**src/hdl/fmt_pkg.sv**
```systemverilog
// Functional notes
// - first output mode 00: one 2 ms pulse
// - first output train: 2ms high, 4ms period
// - first output train stops on flag register read
// - first output mode 10: level from sticky flags
// - first output mode 11: level follows live condition
// - second output mode 00: one 2 ms pulse
// - second output 01: pulse train until flag read
// - second output 10: sticky level, cleared by read
// - second output mode 11: level follows live condition
// - format fields D7-D6 and D5-D4, reset 00
// - format bits D3-D0 read zero, write zero
// - each output combines only its enabled sources
// - sticky flags clear when their register is read
package fmt_pkg;
	localparam int ADDR_W = 8;
	localparam int DATA_W = 32;
	localparam int IDX_W = 6;
	localparam int LANE_W = 2;
	// register indices; byte address is four times the index
	localparam logic [IDX_W-1:0] IDX_DSP_FLAG = 6'h2A;
	localparam logic [IDX_W-1:0] IDX_OC_FLAG = 6'h2C;
	localparam logic [IDX_W-1:0] IDX_AGC_FLAG = 6'h2D;
	localparam logic [IDX_W-1:0] IDX_EN_FIRST = 6'h30;
	localparam logic [IDX_W-1:0] IDX_EN_SECOND = 6'h31;
	localparam logic [IDX_W-1:0] IDX_FORMAT = 6'h33;
	localparam int FMT_W = 2;
	localparam int FMT_FIRST_LSB = 6;
	localparam int FMT_SECOND_LSB = 4;
	localparam logic [FMT_W-1:0] FMT_RESET = 2'h0;
	localparam logic [FMT_W-1:0] FMT_SINGLE = 2'h0;
	localparam logic [FMT_W-1:0] FMT_TRAIN = 2'h1;
	localparam logic [FMT_W-1:0] FMT_STICKY = 2'h2;
	localparam logic [FMT_W-1:0] FMT_LIVE = 2'h3;
	localparam int EN_DSP_BIT = 2;
	localparam int EN_OC_BIT = 3;
	localparam int EN_AGC_BIT = 4;
	localparam int FLAG_STICKY_BIT = 0;
	localparam int FLAG_LIVE_BIT = 1;
	localparam int SRC_DSP = 0;
	localparam int SRC_OC = 1;
	localparam int SRC_AGC = 2;
	localparam int NUM_SRC = 3;
	localparam int NUM_OUT = 2;
	localparam int CLK_HZ = 100_000_000;
	localparam int MS_PER_S = 1000;
	localparam int PULSE_MS = 2;
	localparam int PERIOD_MS = 4;
	localparam int PULSE_CYCLES = PULSE_MS * (CLK_HZ / MS_PER_S);
	localparam int PERIOD_CYCLES = PERIOD_MS * (CLK_HZ / MS_PER_S);
	localparam int CNT_W = 19;
endpackage

```
**src/hdl/irq_output_formatter.sv**
```systemverilog
`timescale 1ns/100ps
`default_nettype none
module irq_output_formatter #(
	parameter int PULSE_CYCLES = fmt_pkg::PULSE_CYCLES,
	parameter int PERIOD_CYCLES = fmt_pkg::PERIOD_CYCLES
) (
	input wire logic clk_sys,
	input wire logic reset,
	input wire logic psel,
	input wire logic penable,
	input wire logic pwrite,
	input wire logic [fmt_pkg::ADDR_W-1:0] paddr,
	input wire logic [fmt_pkg::DATA_W-1:0] pwdata,
	output logic [fmt_pkg::DATA_W-1:0] prdata,
	output logic pready,
	output logic pslverr,
	input wire logic dspEvent,
	input wire logic overcurrentEvent,
	input wire logic agcEvent,
	output logic firstIrqOut,
	output logic secondIrqOut
);
	localparam int NO = fmt_pkg::NUM_OUT;
	localparam int NS = fmt_pkg::NUM_SRC;
	localparam int CW = fmt_pkg::CNT_W;
	localparam int IW = fmt_pkg::IDX_W;
	localparam int DW = fmt_pkg::DATA_W;
	localparam logic [CW-1:0] PULSE_LEN = CW'(PULSE_CYCLES);
	localparam logic [CW-1:0] PULSE_LAST = CW'(PULSE_CYCLES - 1);
	localparam logic [CW-1:0] PERIOD_LEN = CW'(PERIOD_CYCLES);
	localparam logic [CW-1:0] PERIOD_LAST = CW'(PERIOD_CYCLES - 1);
	localparam logic [CW-1:0] CNT_ONE = CW'(1);

	typedef struct packed {
		logic [NO-1:0][fmt_pkg::FMT_W-1:0] fmt;
		logic [NO-1:0][NS-1:0] en;
		logic [NS-1:0] sticky;
		logic [NS-1:0] liveDly;
		logic [NO-1:0] active;
		logic [NO-1:0][CW-1:0] cnt;
		logic [NO-1:0] irq;
		logic [DW-1:0] rdata;
	} state_t;

	state_t state_ff;
	state_t nxt_state;

	logic [NS-1:0] live;
	logic [NS-1:0] rise;
	logic [NS-1:0] clr;
	logic [NO-1:0] trig;
	logic [IW-1:0] idx;
	logic mapped;
	logic setup;
	logic access;
	logic wrAcc;
	logic rdAcc;
	logic flagRd;
	logic fmtWr;

	function automatic logic [NS-1:0] flagHit(input logic [IW-1:0] a);
		flagHit = '0;
		case (a)
			fmt_pkg::IDX_DSP_FLAG: flagHit[fmt_pkg::SRC_DSP] = 1'b1;
			fmt_pkg::IDX_OC_FLAG: flagHit[fmt_pkg::SRC_OC] = 1'b1;
			fmt_pkg::IDX_AGC_FLAG: flagHit[fmt_pkg::SRC_AGC] = 1'b1;
			default: flagHit = '0;
		endcase
	endfunction

	function automatic logic isMapped(input logic [IW-1:0] a);
		case (a)
			fmt_pkg::IDX_DSP_FLAG, fmt_pkg::IDX_OC_FLAG, fmt_pkg::IDX_AGC_FLAG,
			fmt_pkg::IDX_EN_FIRST, fmt_pkg::IDX_EN_SECOND,
			fmt_pkg::IDX_FORMAT: isMapped = 1'b1;
			default: isMapped = 1'b0;
		endcase
	endfunction

	function automatic logic [IW-1:0] enIdx(input int o);
		enIdx = (o == 0) ? fmt_pkg::IDX_EN_FIRST : fmt_pkg::IDX_EN_SECOND;
	endfunction

	function automatic logic [DW-1:0] enWord(input logic [NS-1:0] e);
		enWord = '0;
		enWord[fmt_pkg::EN_DSP_BIT] = e[fmt_pkg::SRC_DSP];
		enWord[fmt_pkg::EN_OC_BIT] = e[fmt_pkg::SRC_OC];
		enWord[fmt_pkg::EN_AGC_BIT] = e[fmt_pkg::SRC_AGC];
	endfunction

	function automatic logic [DW-1:0] readValue(input logic [IW-1:0] a, input state_t s,
			input logic [NS-1:0] lv);
		logic [NS-1:0] hit;
		readValue = '0;
		hit = flagHit(a);
		for (int k = 0; k < NS; k++) begin
			if (hit[k]) begin
				readValue[fmt_pkg::FLAG_STICKY_BIT] = s.sticky[k];
				readValue[fmt_pkg::FLAG_LIVE_BIT] = lv[k];
			end
		end
		for (int o = 0; o < NO; o++) begin
			if (a == enIdx(o)) begin
				readValue = enWord(s.en[o]);
			end
		end
		if (a == fmt_pkg::IDX_FORMAT) begin
			// low nibble stays zero
			readValue[fmt_pkg::FMT_FIRST_LSB +: fmt_pkg::FMT_W] = s.fmt[0];
			readValue[fmt_pkg::FMT_SECOND_LSB +: fmt_pkg::FMT_W] = s.fmt[1];
		end
	endfunction

	// event sources come from logic on this same clock
	assign live = {agcEvent, overcurrentEvent, dspEvent};
	assign rise = live & ~state_ff.liveDly;
	assign idx = paddr[fmt_pkg::ADDR_W-1:fmt_pkg::LANE_W];
	assign mapped = isMapped(idx) && (paddr[fmt_pkg::LANE_W-1:0] == 2'h0);
	assign setup = psel & ~penable;
	assign access = psel & penable;
	assign wrAcc = access & pwrite & mapped;
	assign rdAcc = access & ~pwrite & mapped;
	assign flagRd = rdAcc & (|flagHit(idx));
	assign fmtWr = wrAcc & (idx == fmt_pkg::IDX_FORMAT);
	assign pready = 1'b1;
	assign pslverr = access & ~mapped;
	assign prdata = state_ff.rdata;
	assign firstIrqOut = state_ff.irq[0];
	assign secondIrqOut = state_ff.irq[1];

	always_comb begin
		nxt_state = state_ff;
		nxt_state.liveDly = live;
		if (setup) begin
			nxt_state.rdata = mapped ? readValue(idx, state_ff, live) : '0;
		end
		// clear only what the master was shown, so an event landing between
		// setup and access survives; a fresh event wins over the clear
		clr = '0;
		if (rdAcc) begin
			clr = flagHit(idx) & {NS{state_ff.rdata[fmt_pkg::FLAG_STICKY_BIT]}};
		end
		nxt_state.sticky = (state_ff.sticky & ~clr) | live;
		if (fmtWr) begin
			nxt_state.fmt[0] = pwdata[fmt_pkg::FMT_FIRST_LSB +: fmt_pkg::FMT_W];
			nxt_state.fmt[1] = pwdata[fmt_pkg::FMT_SECOND_LSB +: fmt_pkg::FMT_W];
		end
		trig = '0;
		for (int o = 0; o < NO; o++) begin
			if (wrAcc && idx == enIdx(o)) begin
				nxt_state.en[o][fmt_pkg::SRC_DSP] = pwdata[fmt_pkg::EN_DSP_BIT];
				nxt_state.en[o][fmt_pkg::SRC_OC] = pwdata[fmt_pkg::EN_OC_BIT];
				nxt_state.en[o][fmt_pkg::SRC_AGC] = pwdata[fmt_pkg::EN_AGC_BIT];
			end
			trig[o] = |(nxt_state.en[o] & rise);
			if (fmtWr) begin
				nxt_state.active[o] = 1'b0;
				nxt_state.cnt[o] = '0;
			end else if (state_ff.active[o]) begin
				case (nxt_state.fmt[o])
					fmt_pkg::FMT_SINGLE: begin
						if (state_ff.cnt[o] == PULSE_LAST) begin
							nxt_state.active[o] = 1'b0;
						end else begin
							nxt_state.cnt[o] = state_ff.cnt[o] + CNT_ONE;
						end
					end
					fmt_pkg::FMT_TRAIN: begin
						if (state_ff.cnt[o] == PERIOD_LAST) begin
							nxt_state.cnt[o] = '0;
						end else begin
							nxt_state.cnt[o] = state_ff.cnt[o] + CNT_ONE;
						end
						if (flagRd && !trig[o]) begin
							nxt_state.active[o] = 1'b0;
						end
					end
					default: nxt_state.active[o] = 1'b0;
				endcase
			end
			// an event during a running pulse merges into it rather than stretching it
			if (trig[o] && (!state_ff.active[o] || fmtWr) &&
					(nxt_state.fmt[o] == fmt_pkg::FMT_SINGLE ||
					nxt_state.fmt[o] == fmt_pkg::FMT_TRAIN)) begin
				nxt_state.active[o] = 1'b1;
				nxt_state.cnt[o] = '0;
			end
			case (nxt_state.fmt[o])
				fmt_pkg::FMT_SINGLE: nxt_state.irq[o] = nxt_state.active[o];
				fmt_pkg::FMT_TRAIN: begin
					nxt_state.irq[o] = nxt_state.active[o] && (nxt_state.cnt[o] < PULSE_LEN);
				end
				fmt_pkg::FMT_STICKY: begin
					nxt_state.irq[o] = |(nxt_state.en[o] & nxt_state.sticky);
				end
				fmt_pkg::FMT_LIVE: nxt_state.irq[o] = |(nxt_state.en[o] & live);
				default: nxt_state.irq[o] = 1'b0;
			endcase
		end
	end

	always_ff @(posedge clk_sys or posedge reset) begin
		if (reset) begin
			state_ff <= '0;
			state_ff.fmt <= {NO{fmt_pkg::FMT_RESET}};
		end else begin
			state_ff <= nxt_state;
		end
	end

	// helper counters read only by the checks below
	logic [NO-1:0][CW-1:0] hiLen_ff;
	logic [NO-1:0][CW-1:0] riseGap_ff;
	logic [NO-1:0] irqDly_ff;

	always_ff @(posedge clk_sys or posedge reset) begin
		if (reset) begin
			hiLen_ff <= '0;
			riseGap_ff <= '0;
			irqDly_ff <= '0;
		end else begin
			for (int o = 0; o < NO; o++) begin
				hiLen_ff[o] <= state_ff.irq[o] ? hiLen_ff[o] + CNT_ONE : '0;
				// restarts at each rising edge, so it holds the rise-to-rise distance
				riseGap_ff[o] <= (state_ff.irq[o] && !irqDly_ff[o]) ? CNT_ONE :
					riseGap_ff[o] + CNT_ONE;
				irqDly_ff[o] <= state_ff.irq[o];
			end
		end
	end

	a_single_width1: assert property (@(posedge clk_sys) disable iff (reset)
		$fell(firstIrqOut) && state_ff.fmt[0] == fmt_pkg::FMT_SINGLE && !$past(fmtWr)
		|-> hiLen_ff[0] == PULSE_LEN)
		else $error("first output single pulse has wrong width");

	a_train_period: assert property (@(posedge clk_sys) disable iff (reset)
		$rose(firstIrqOut) && state_ff.fmt[0] == fmt_pkg::FMT_TRAIN
		&& $past(state_ff.active[0]) |-> riseGap_ff[0] == PERIOD_LEN)
		else $error("first output train period is wrong");

	a_train_stop: assert property (@(posedge clk_sys) disable iff (reset)
		flagRd && !trig[0] && !fmtWr && state_ff.fmt[0] == fmt_pkg::FMT_TRAIN
		|=> !firstIrqOut && !state_ff.active[0])
		else $error("pulse train kept running after flag read");

	a_sticky_level: assert property (@(posedge clk_sys) disable iff (reset)
		state_ff.fmt[0] == fmt_pkg::FMT_STICKY
		|-> firstIrqOut == |(state_ff.en[0] & state_ff.sticky))
		else $error("first output does not follow sticky flags");

	a_live_level: assert property (@(posedge clk_sys) disable iff (reset)
		state_ff.fmt[0] == fmt_pkg::FMT_LIVE && !$past(reset)
		|-> firstIrqOut == |(state_ff.en[0] & $past(live)))
		else $error("first output does not follow live condition");

	a_single_width2: assert property (@(posedge clk_sys) disable iff (reset)
		$fell(secondIrqOut) && state_ff.fmt[1] == fmt_pkg::FMT_SINGLE && !$past(fmtWr)
		|-> hiLen_ff[1] == PULSE_LEN)
		else $error("second output single pulse has wrong width");

	a_fmt_hold: assert property (@(posedge clk_sys) disable iff (reset)
		!$past(fmtWr) && !$past(reset) |-> state_ff.fmt == $past(state_ff.fmt))
		else $error("format field changed without a write");

	a_fmt_read: assert property (@(posedge clk_sys) disable iff (reset)
		setup && mapped && idx == fmt_pkg::IDX_FORMAT
		|=> prdata[fmt_pkg::FMT_SECOND_LSB-1:0] == '0
		&& prdata[fmt_pkg::FMT_FIRST_LSB +: fmt_pkg::FMT_W] == $past(state_ff.fmt[0]))
		else $error("format register read value is wrong");

	a_enable_gate: assert property (@(posedge clk_sys) disable iff (reset)
		state_ff.fmt[1] == fmt_pkg::FMT_LIVE && state_ff.en[1] == '0 |-> !secondIrqOut)
		else $error("disabled sources reach the second output");

	a_sticky_clear: assert property (@(posedge clk_sys) disable iff (reset)
		rdAcc && idx == fmt_pkg::IDX_DSP_FLAG && !live[fmt_pkg::SRC_DSP]
		&& state_ff.rdata[fmt_pkg::FLAG_STICKY_BIT]
		|=> !state_ff.sticky[fmt_pkg::SRC_DSP])
		else $error("sticky flag not cleared by its read");

	a_restart_cnt: assert property (@(posedge clk_sys) disable iff (reset)
		fmtWr && !trig[1] |=> !state_ff.active[1] && state_ff.cnt[1] == '0)
		else $error("format write did not restart the counter");

	a_restart_cnt1: assert property (@(posedge clk_sys) disable iff (reset)
		fmtWr && !trig[0] |=> !state_ff.active[0] && state_ff.cnt[0] == '0)
		else $error("format write did not restart the first counter");

	a_train_period2: assert property (@(posedge clk_sys) disable iff (reset)
		$rose(secondIrqOut) && state_ff.fmt[1] == fmt_pkg::FMT_TRAIN
		&& $past(state_ff.active[1]) |-> riseGap_ff[1] == PERIOD_LEN)
		else $error("second output train period is wrong");

	a_train_high1: assert property (@(posedge clk_sys) disable iff (reset)
		$fell(firstIrqOut) && state_ff.fmt[0] == fmt_pkg::FMT_TRAIN
		&& !$past(fmtWr) && !$past(flagRd)
		|-> hiLen_ff[0] == PULSE_LEN)
		else $error("first output train pulse has wrong width");

	a_train_high2: assert property (@(posedge clk_sys) disable iff (reset)
		$fell(secondIrqOut) && state_ff.fmt[1] == fmt_pkg::FMT_TRAIN
		&& !$past(fmtWr) && !$past(flagRd)
		|-> hiLen_ff[1] == PULSE_LEN)
		else $error("second output train pulse has wrong width");

	a_train_stop2: assert property (@(posedge clk_sys) disable iff (reset)
		flagRd && !trig[1] && !fmtWr && state_ff.fmt[1] == fmt_pkg::FMT_TRAIN
		|=> !secondIrqOut && !state_ff.active[1])
		else $error("second pulse train kept running after flag read");

	a_sticky_level2: assert property (@(posedge clk_sys) disable iff (reset)
		state_ff.fmt[1] == fmt_pkg::FMT_STICKY
		|-> secondIrqOut == |(state_ff.en[1] & state_ff.sticky))
		else $error("second output does not follow sticky flags");

	a_live_level2: assert property (@(posedge clk_sys) disable iff (reset)
		state_ff.fmt[1] == fmt_pkg::FMT_LIVE && !$past(reset)
		|-> secondIrqOut == |(state_ff.en[1] & $past(live)))
		else $error("second output does not follow live condition");

	a_sticky_hold1: assert property (@(posedge clk_sys) disable iff (reset)
		state_ff.fmt[0] == fmt_pkg::FMT_STICKY && firstIrqOut && !flagRd && !fmtWr
		&& !(wrAcc && idx == fmt_pkg::IDX_EN_FIRST)
		|=> firstIrqOut)
		else $error("first sticky level dropped without a flag read");

	a_sticky_hold2: assert property (@(posedge clk_sys) disable iff (reset)
		state_ff.fmt[1] == fmt_pkg::FMT_STICKY && secondIrqOut && !flagRd && !fmtWr
		&& !(wrAcc && idx == fmt_pkg::IDX_EN_SECOND)
		|=> secondIrqOut)
		else $error("second sticky level dropped without a flag read");

	a_pulse_start1: assert property (@(posedge clk_sys) disable iff (reset)
		trig[0] && !state_ff.active[0] && !fmtWr
		&& state_ff.fmt[0] == fmt_pkg::FMT_SINGLE |=> firstIrqOut)
		else $error("first output missed a single pulse");

	a_pulse_start2: assert property (@(posedge clk_sys) disable iff (reset)
		trig[1] && !state_ff.active[1] && !fmtWr
		&& state_ff.fmt[1] == fmt_pkg::FMT_SINGLE |=> secondIrqOut)
		else $error("second output missed a single pulse");

endmodule
`default_nettype wire

```
**config.mk**
```make
export PLATFORM = sky130hd
export DESIGN_NAME = irq_output_formatter
export DESIGN_NICKNAME = d
export VERILOG_FILES = /design/src/hdl/fmt_pkg.sv /design/src/hdl/irq_output_formatter.sv
export SDC_FILE = /design/constraint.sdc
export NUM_CORES = 1
export LEC_CHECK = 0
export ABC_CLOCK_PERIOD_IN_PS = 2750
export BUFFER_PORTS_ARGS = -buffer_cell sky130_fd_sc_hd__clkbuf_2
export CORE_UTILIZATION = 43
export CTS_BUF_LIST = sky130_fd_sc_hd__clkbuf_4 sky130_fd_sc_hd__clkbuf_8 sky130_fd_sc_hd__clkbuf_16
export CTS_CLUSTER_DIAMETER = 200
export CTS_CLUSTER_SIZE = 14
export DETAILED_ROUTE_END_ITERATION = 7
export GPL_TIMING_DRIVEN = 0
export PLACE_DENSITY_LB_ADDON = 0.2
export SLEW_MARGIN = 20
export SYNTH_ARGS = -nofsm -noshare
export SYNTH_HDL_FRONTEND = slang
export SYNTH_SLANG_ARGS = --single-unit
```
**constraint.sdc**
```tcl
create_clock -name clk_sys -period 2.75 [get_ports clk_sys]
set_clock_uncertainty 0.15 [all_clocks]
set_input_delay 0.1375 -clock clk_sys [delete_from_list [all_inputs] [get_ports clk_sys]]
set_output_delay 0.1375 -clock clk_sys [all_outputs]
set_load 0.05 [all_outputs]
```
==> impl_results.md <==
* # setup viols final at 2
* Routed len/inst at 17.5 µm
* Worst endpoint required time at 2.81 ns
* Final net count at 727
* Number of antenna-violating nets in the routed design at 0
* Htree depth at 3
* Root buffer cell: clkbuf_16
* Register area share after synthesis at 33.5%
* XOR/XNOR Fraction of Synth Area at 0.888%
* Synth Area in Compound Gates at 21.3%
* Flops & latches, synth at 66
* Int Power at 2160 µW
* Reg-to-reg endpoint: secondIrqOut$_DFF_PP0_
* Area Growth Syn to Fin at 31.3%
* Clk sinks at 66
* Initial antenna violation count at 0
* Starting Density at 44.7%
* First-pass GRT wire length at 21,900 µm
* Crit path DAT at 2.89 ns
* Top post-synthesis cells by area: dfrtp_1 33%, buf_4 5.3%, nand2_1 4.2%
* Tightest Hold Check Type: in2reg
* Vias in the first global route at 4,402
* Die area at 11,900 µm²
* Fin crit share at 103%
* Max Cap Viol at 0
* Share of cells above drive strength 1 at 32.7%
* Kind of critical path: reg2reg
* Largest net degree at the start of global routing at 48
* Leakage power at 0.00269 µW
* RSZ-0062 raised after global routing: true
* Comb power frac at 29.5%
* CP max FO at 6
* Final Max Tran Viols at 0
* Final WS setup at -0.0799 ns
* Vias per cell at 5.99
* Largest family of logic cells by synthesized area: simple AND/OR/NAND/NOR gates
* Post-synth ARST share at 100%
* Avg Inst Size Synth at 8.67 µm²
* Most used DFF post-synth: dfrtp_1
* Area leader, netlist: dfrtp_1
* Reg2reg path depth at 8
* Critical Path Max Stage Delay at 0.59 ns
* Number of buffers and inverters on the critical path at 0
* Hold path depth at 4
* Status: finished with violations
* Total number of yosys warnings at 0
* Startpoint types: flop
* Setup tns final at -0.148 ns
* Switching power at 1140 µW
* Cts bufs inserted at 9
* Fin cells at 822
* Reg2Reg Setup Slack at -0.08 ns
* CP max-delay cell: nor4_1
* Worst slew pin tran at 0.751 ns
* Crit path cell chain: nand3b_1 -> nor4_1 -> nand3_2 -> o2bb2a_2 -> o21a_1 -> o2111ai_4 -> a311oi_2 -> nor3_2
* Setup WS pre-CTS at -0.678 ns
* Slew HR at 49.5%
* Fill count at 954
* Drt drc at 0
* Total gr overflow at 0
* IO Port Bufs at 30
* Failing checks: setup timing
* Sequential power share at 34.8%
* Final min period at 2.83 ns
* Num ports at 84
* Reg2reg start: state_ff[69]$_DFF_PP0_
* Min-Delay Endpoint: state_ff[72]$_DFF_PP0_
* Power, Total at 3300 µW
* Yosys cell types at 82
* Routability cong. at 0.899
* Clock Power Share at 35.7%
* Simple-gate share of the synthesized area at 28.6%
* Worst VDD drop at 0.000318 V
* Synth Area in Adders at 0.507%
* First-pass DRT Iterations at 7
* Hpwl dp at 9590 µm
* Post-synthesis mux area share at 6.14%
* EDFF count, synth at 0
* CP endpoint kind: flop
* Initial DRC Count at 444
* Synth Cell Area at 4930 µm²
* Switch share at 34.7%
* CTS clk-pin slew, worst paths at 0.06 ns
* Rows at 38
* Cell family with most CP delay: simple AND/OR/NAND/NOR gates
* Total Wirelength at 14,400 µm
* Core Area at 11,000 µm²
* CTS tree: yes
* # diodes at 0
* Die Y at 109 µm
* Post-synthesis cell count at 569
* Final Hold Fails at 0
* Fmax at 353 MHz
* Gr usage total at 23.7%
* Dpl cells at 763
* PwrDens at 510 nW/µm²
* CTS max path bufs at 2
* Die X at 109 µm
* Later-pin clock latency in the skew report at 0.34 ns
* HP Start: pwdata[7]
* Vias at 4,922
* Yosys top cell area share at 33.5%
## cells by family after synthesis
logic type,after synthesis
adder cells (fa/ha/maj),2
AO/OA/AOI/OAI,138
multiplexers,27
flip-flops,66
buffers and inverters,75
XOR/XNOR,5
other,2
AND/OR/NAND/NOR,254
## power by group through the flow
stage | logic (µW) | clock network (µW) | registers, µW
after global routing | 1040 | 1240 | 1160
final | 973 | 1180 | 1150
after floorplan | 516 | 0 | 1160
after CTS | 819 | 1190 | 1130
after detailed placement | 717 | 0 | 1150
after global placement | 698 | 0 | 1150
## placed cells by master, fill, tap and decap left out, drive strengths merged, types with 9 or more instances in the layout
| cell | instances |
|---|---|
| a21oi | 24 |
| conb | 25 |
| clkbuf | 44 |
| nor4 | 13 |
| nor2 | 48 |
| nand2 | 55 |
| o21ai | 29 |
| or3 | 9 |
| mux2i | 14 |
| nor3 | 18 |
| buf | 85 |
| mux2 | 13 |
| and2 | 12 |
| nor2b | 9 |
| inv | 23 |
| nand3 | 25 |
| dfrtp | 66 |
| nand4 | 12 |
## cells in the mapped netlist (3+ instances only)
cell type,count
nand2_1,55
and2_1,11
mux2i_1,13
o41ai_1,5
buf_2,5
a22o_1,3
a211oi_1,3
or4_1,5
inv_1,21
a221oi_1,6
nand4_1,12
o31ai_1,8
mux2_2,12
xnor2_1,3
or3_1,9
a31oi_1,6
o21ai_0,27
buf_4,35
nand2b_1,7
a21oi_1,24
nor2b_1,9
nand3b_1,3
nor3b_1,4
and3_1,6
nor4b_1,4
o22ai_1,4
o211ai_1,5
or4b_1,3
a22oi_1,3
o31a_1,3
and3b_1,7
nor2_1,48
clkbuf_1,10
o21a_1,4
nor4_1,10
nand3_1,25
buf_6,3
nor3_1,18
dfrtp_1,66
and4_1,4
## layout make-up
cell class	count	area [µm²]	area share, %
sequential	66	1660	25.6
inverter	21	81.3	1.26
multi-input combinational	451	3330	51.4
buffer	47	345	5.33
tap	140	175	2.70
timing repair buffer	81	589	9.10
clock inverter	7	76.3	1.18
clock buffer	9	225	3.48
## tightest hold or removal path, stage by stage
cell	delay [ns]
clkbuf_2	0.11
nor2_1	0.05
nor2_1	0.08
a31oi_1	0.07
## routing by layer
layer	GRT usage (%)	vias up	routed length [µm]
met5	0	-	0
met4	8.98	0	222
met3	3.77	25	875
met2	37.8	221	6980
met1	32.2	2374	6310
li1	-	2302	-
## how the worst max path moves through the flow
| stage | from | end | slack (ns) | depth (start not counted) |
|---|---|---|---|---|
| after floorplan | state_ff[53]$_DFFE_PP0P_ | secondIrqOut$_DFF_PP0_ | -0.17 | 11 |
| after global placement | paddr[2] | firstIrqOut$_DFF_PP0_ | -0.76 | 9 |
| after global routing | state_ff[65]$_DFF_PP0_ | secondIrqOut$_DFF_PP0_ | -0.22 | 9 |
| after CTS | state_ff[53]$_DFFE_PP0P_ | secondIrqOut$_DFF_PP0_ | -0.19 | 11 |
| final | state_ff[69]$_DFF_PP0_ | secondIrqOut$_DFF_PP0_ | -0.08 | 8 |
| after detailed placement | paddr[2] | firstIrqOut$_DFF_PP0_ | -0.68 | 9 |
## through the flow
step	cell area, µm²	utilization (%)	hold slack (ns)
2_1_floorplan	5040	-	0.0189
3_3_place_gp	5370	48.7	0.207
3_5_place_dp	5400	48.9	-0.0452
4_1_cts	6010	54.5	0.0122
5_1_grt	6480	58.7	0.0299
6_report	6480	58.7	0.0197
## registers in the layout, indices dropped and copies added, names as in the netlist
signal,flops
prdata,8
firstIrqOut,1
secondIrqOut,1
state_ff,56
## timing repair
item	CTS	global route
gates cloned	0	0
endpoints found under the hold margin	74	0
setup endpoints to repair	23	21
setup buffers	16	26
pin swaps	16	31
gates resized for setup	20	63
hold buffers	8	0
(Power assumes the default switching activity.)
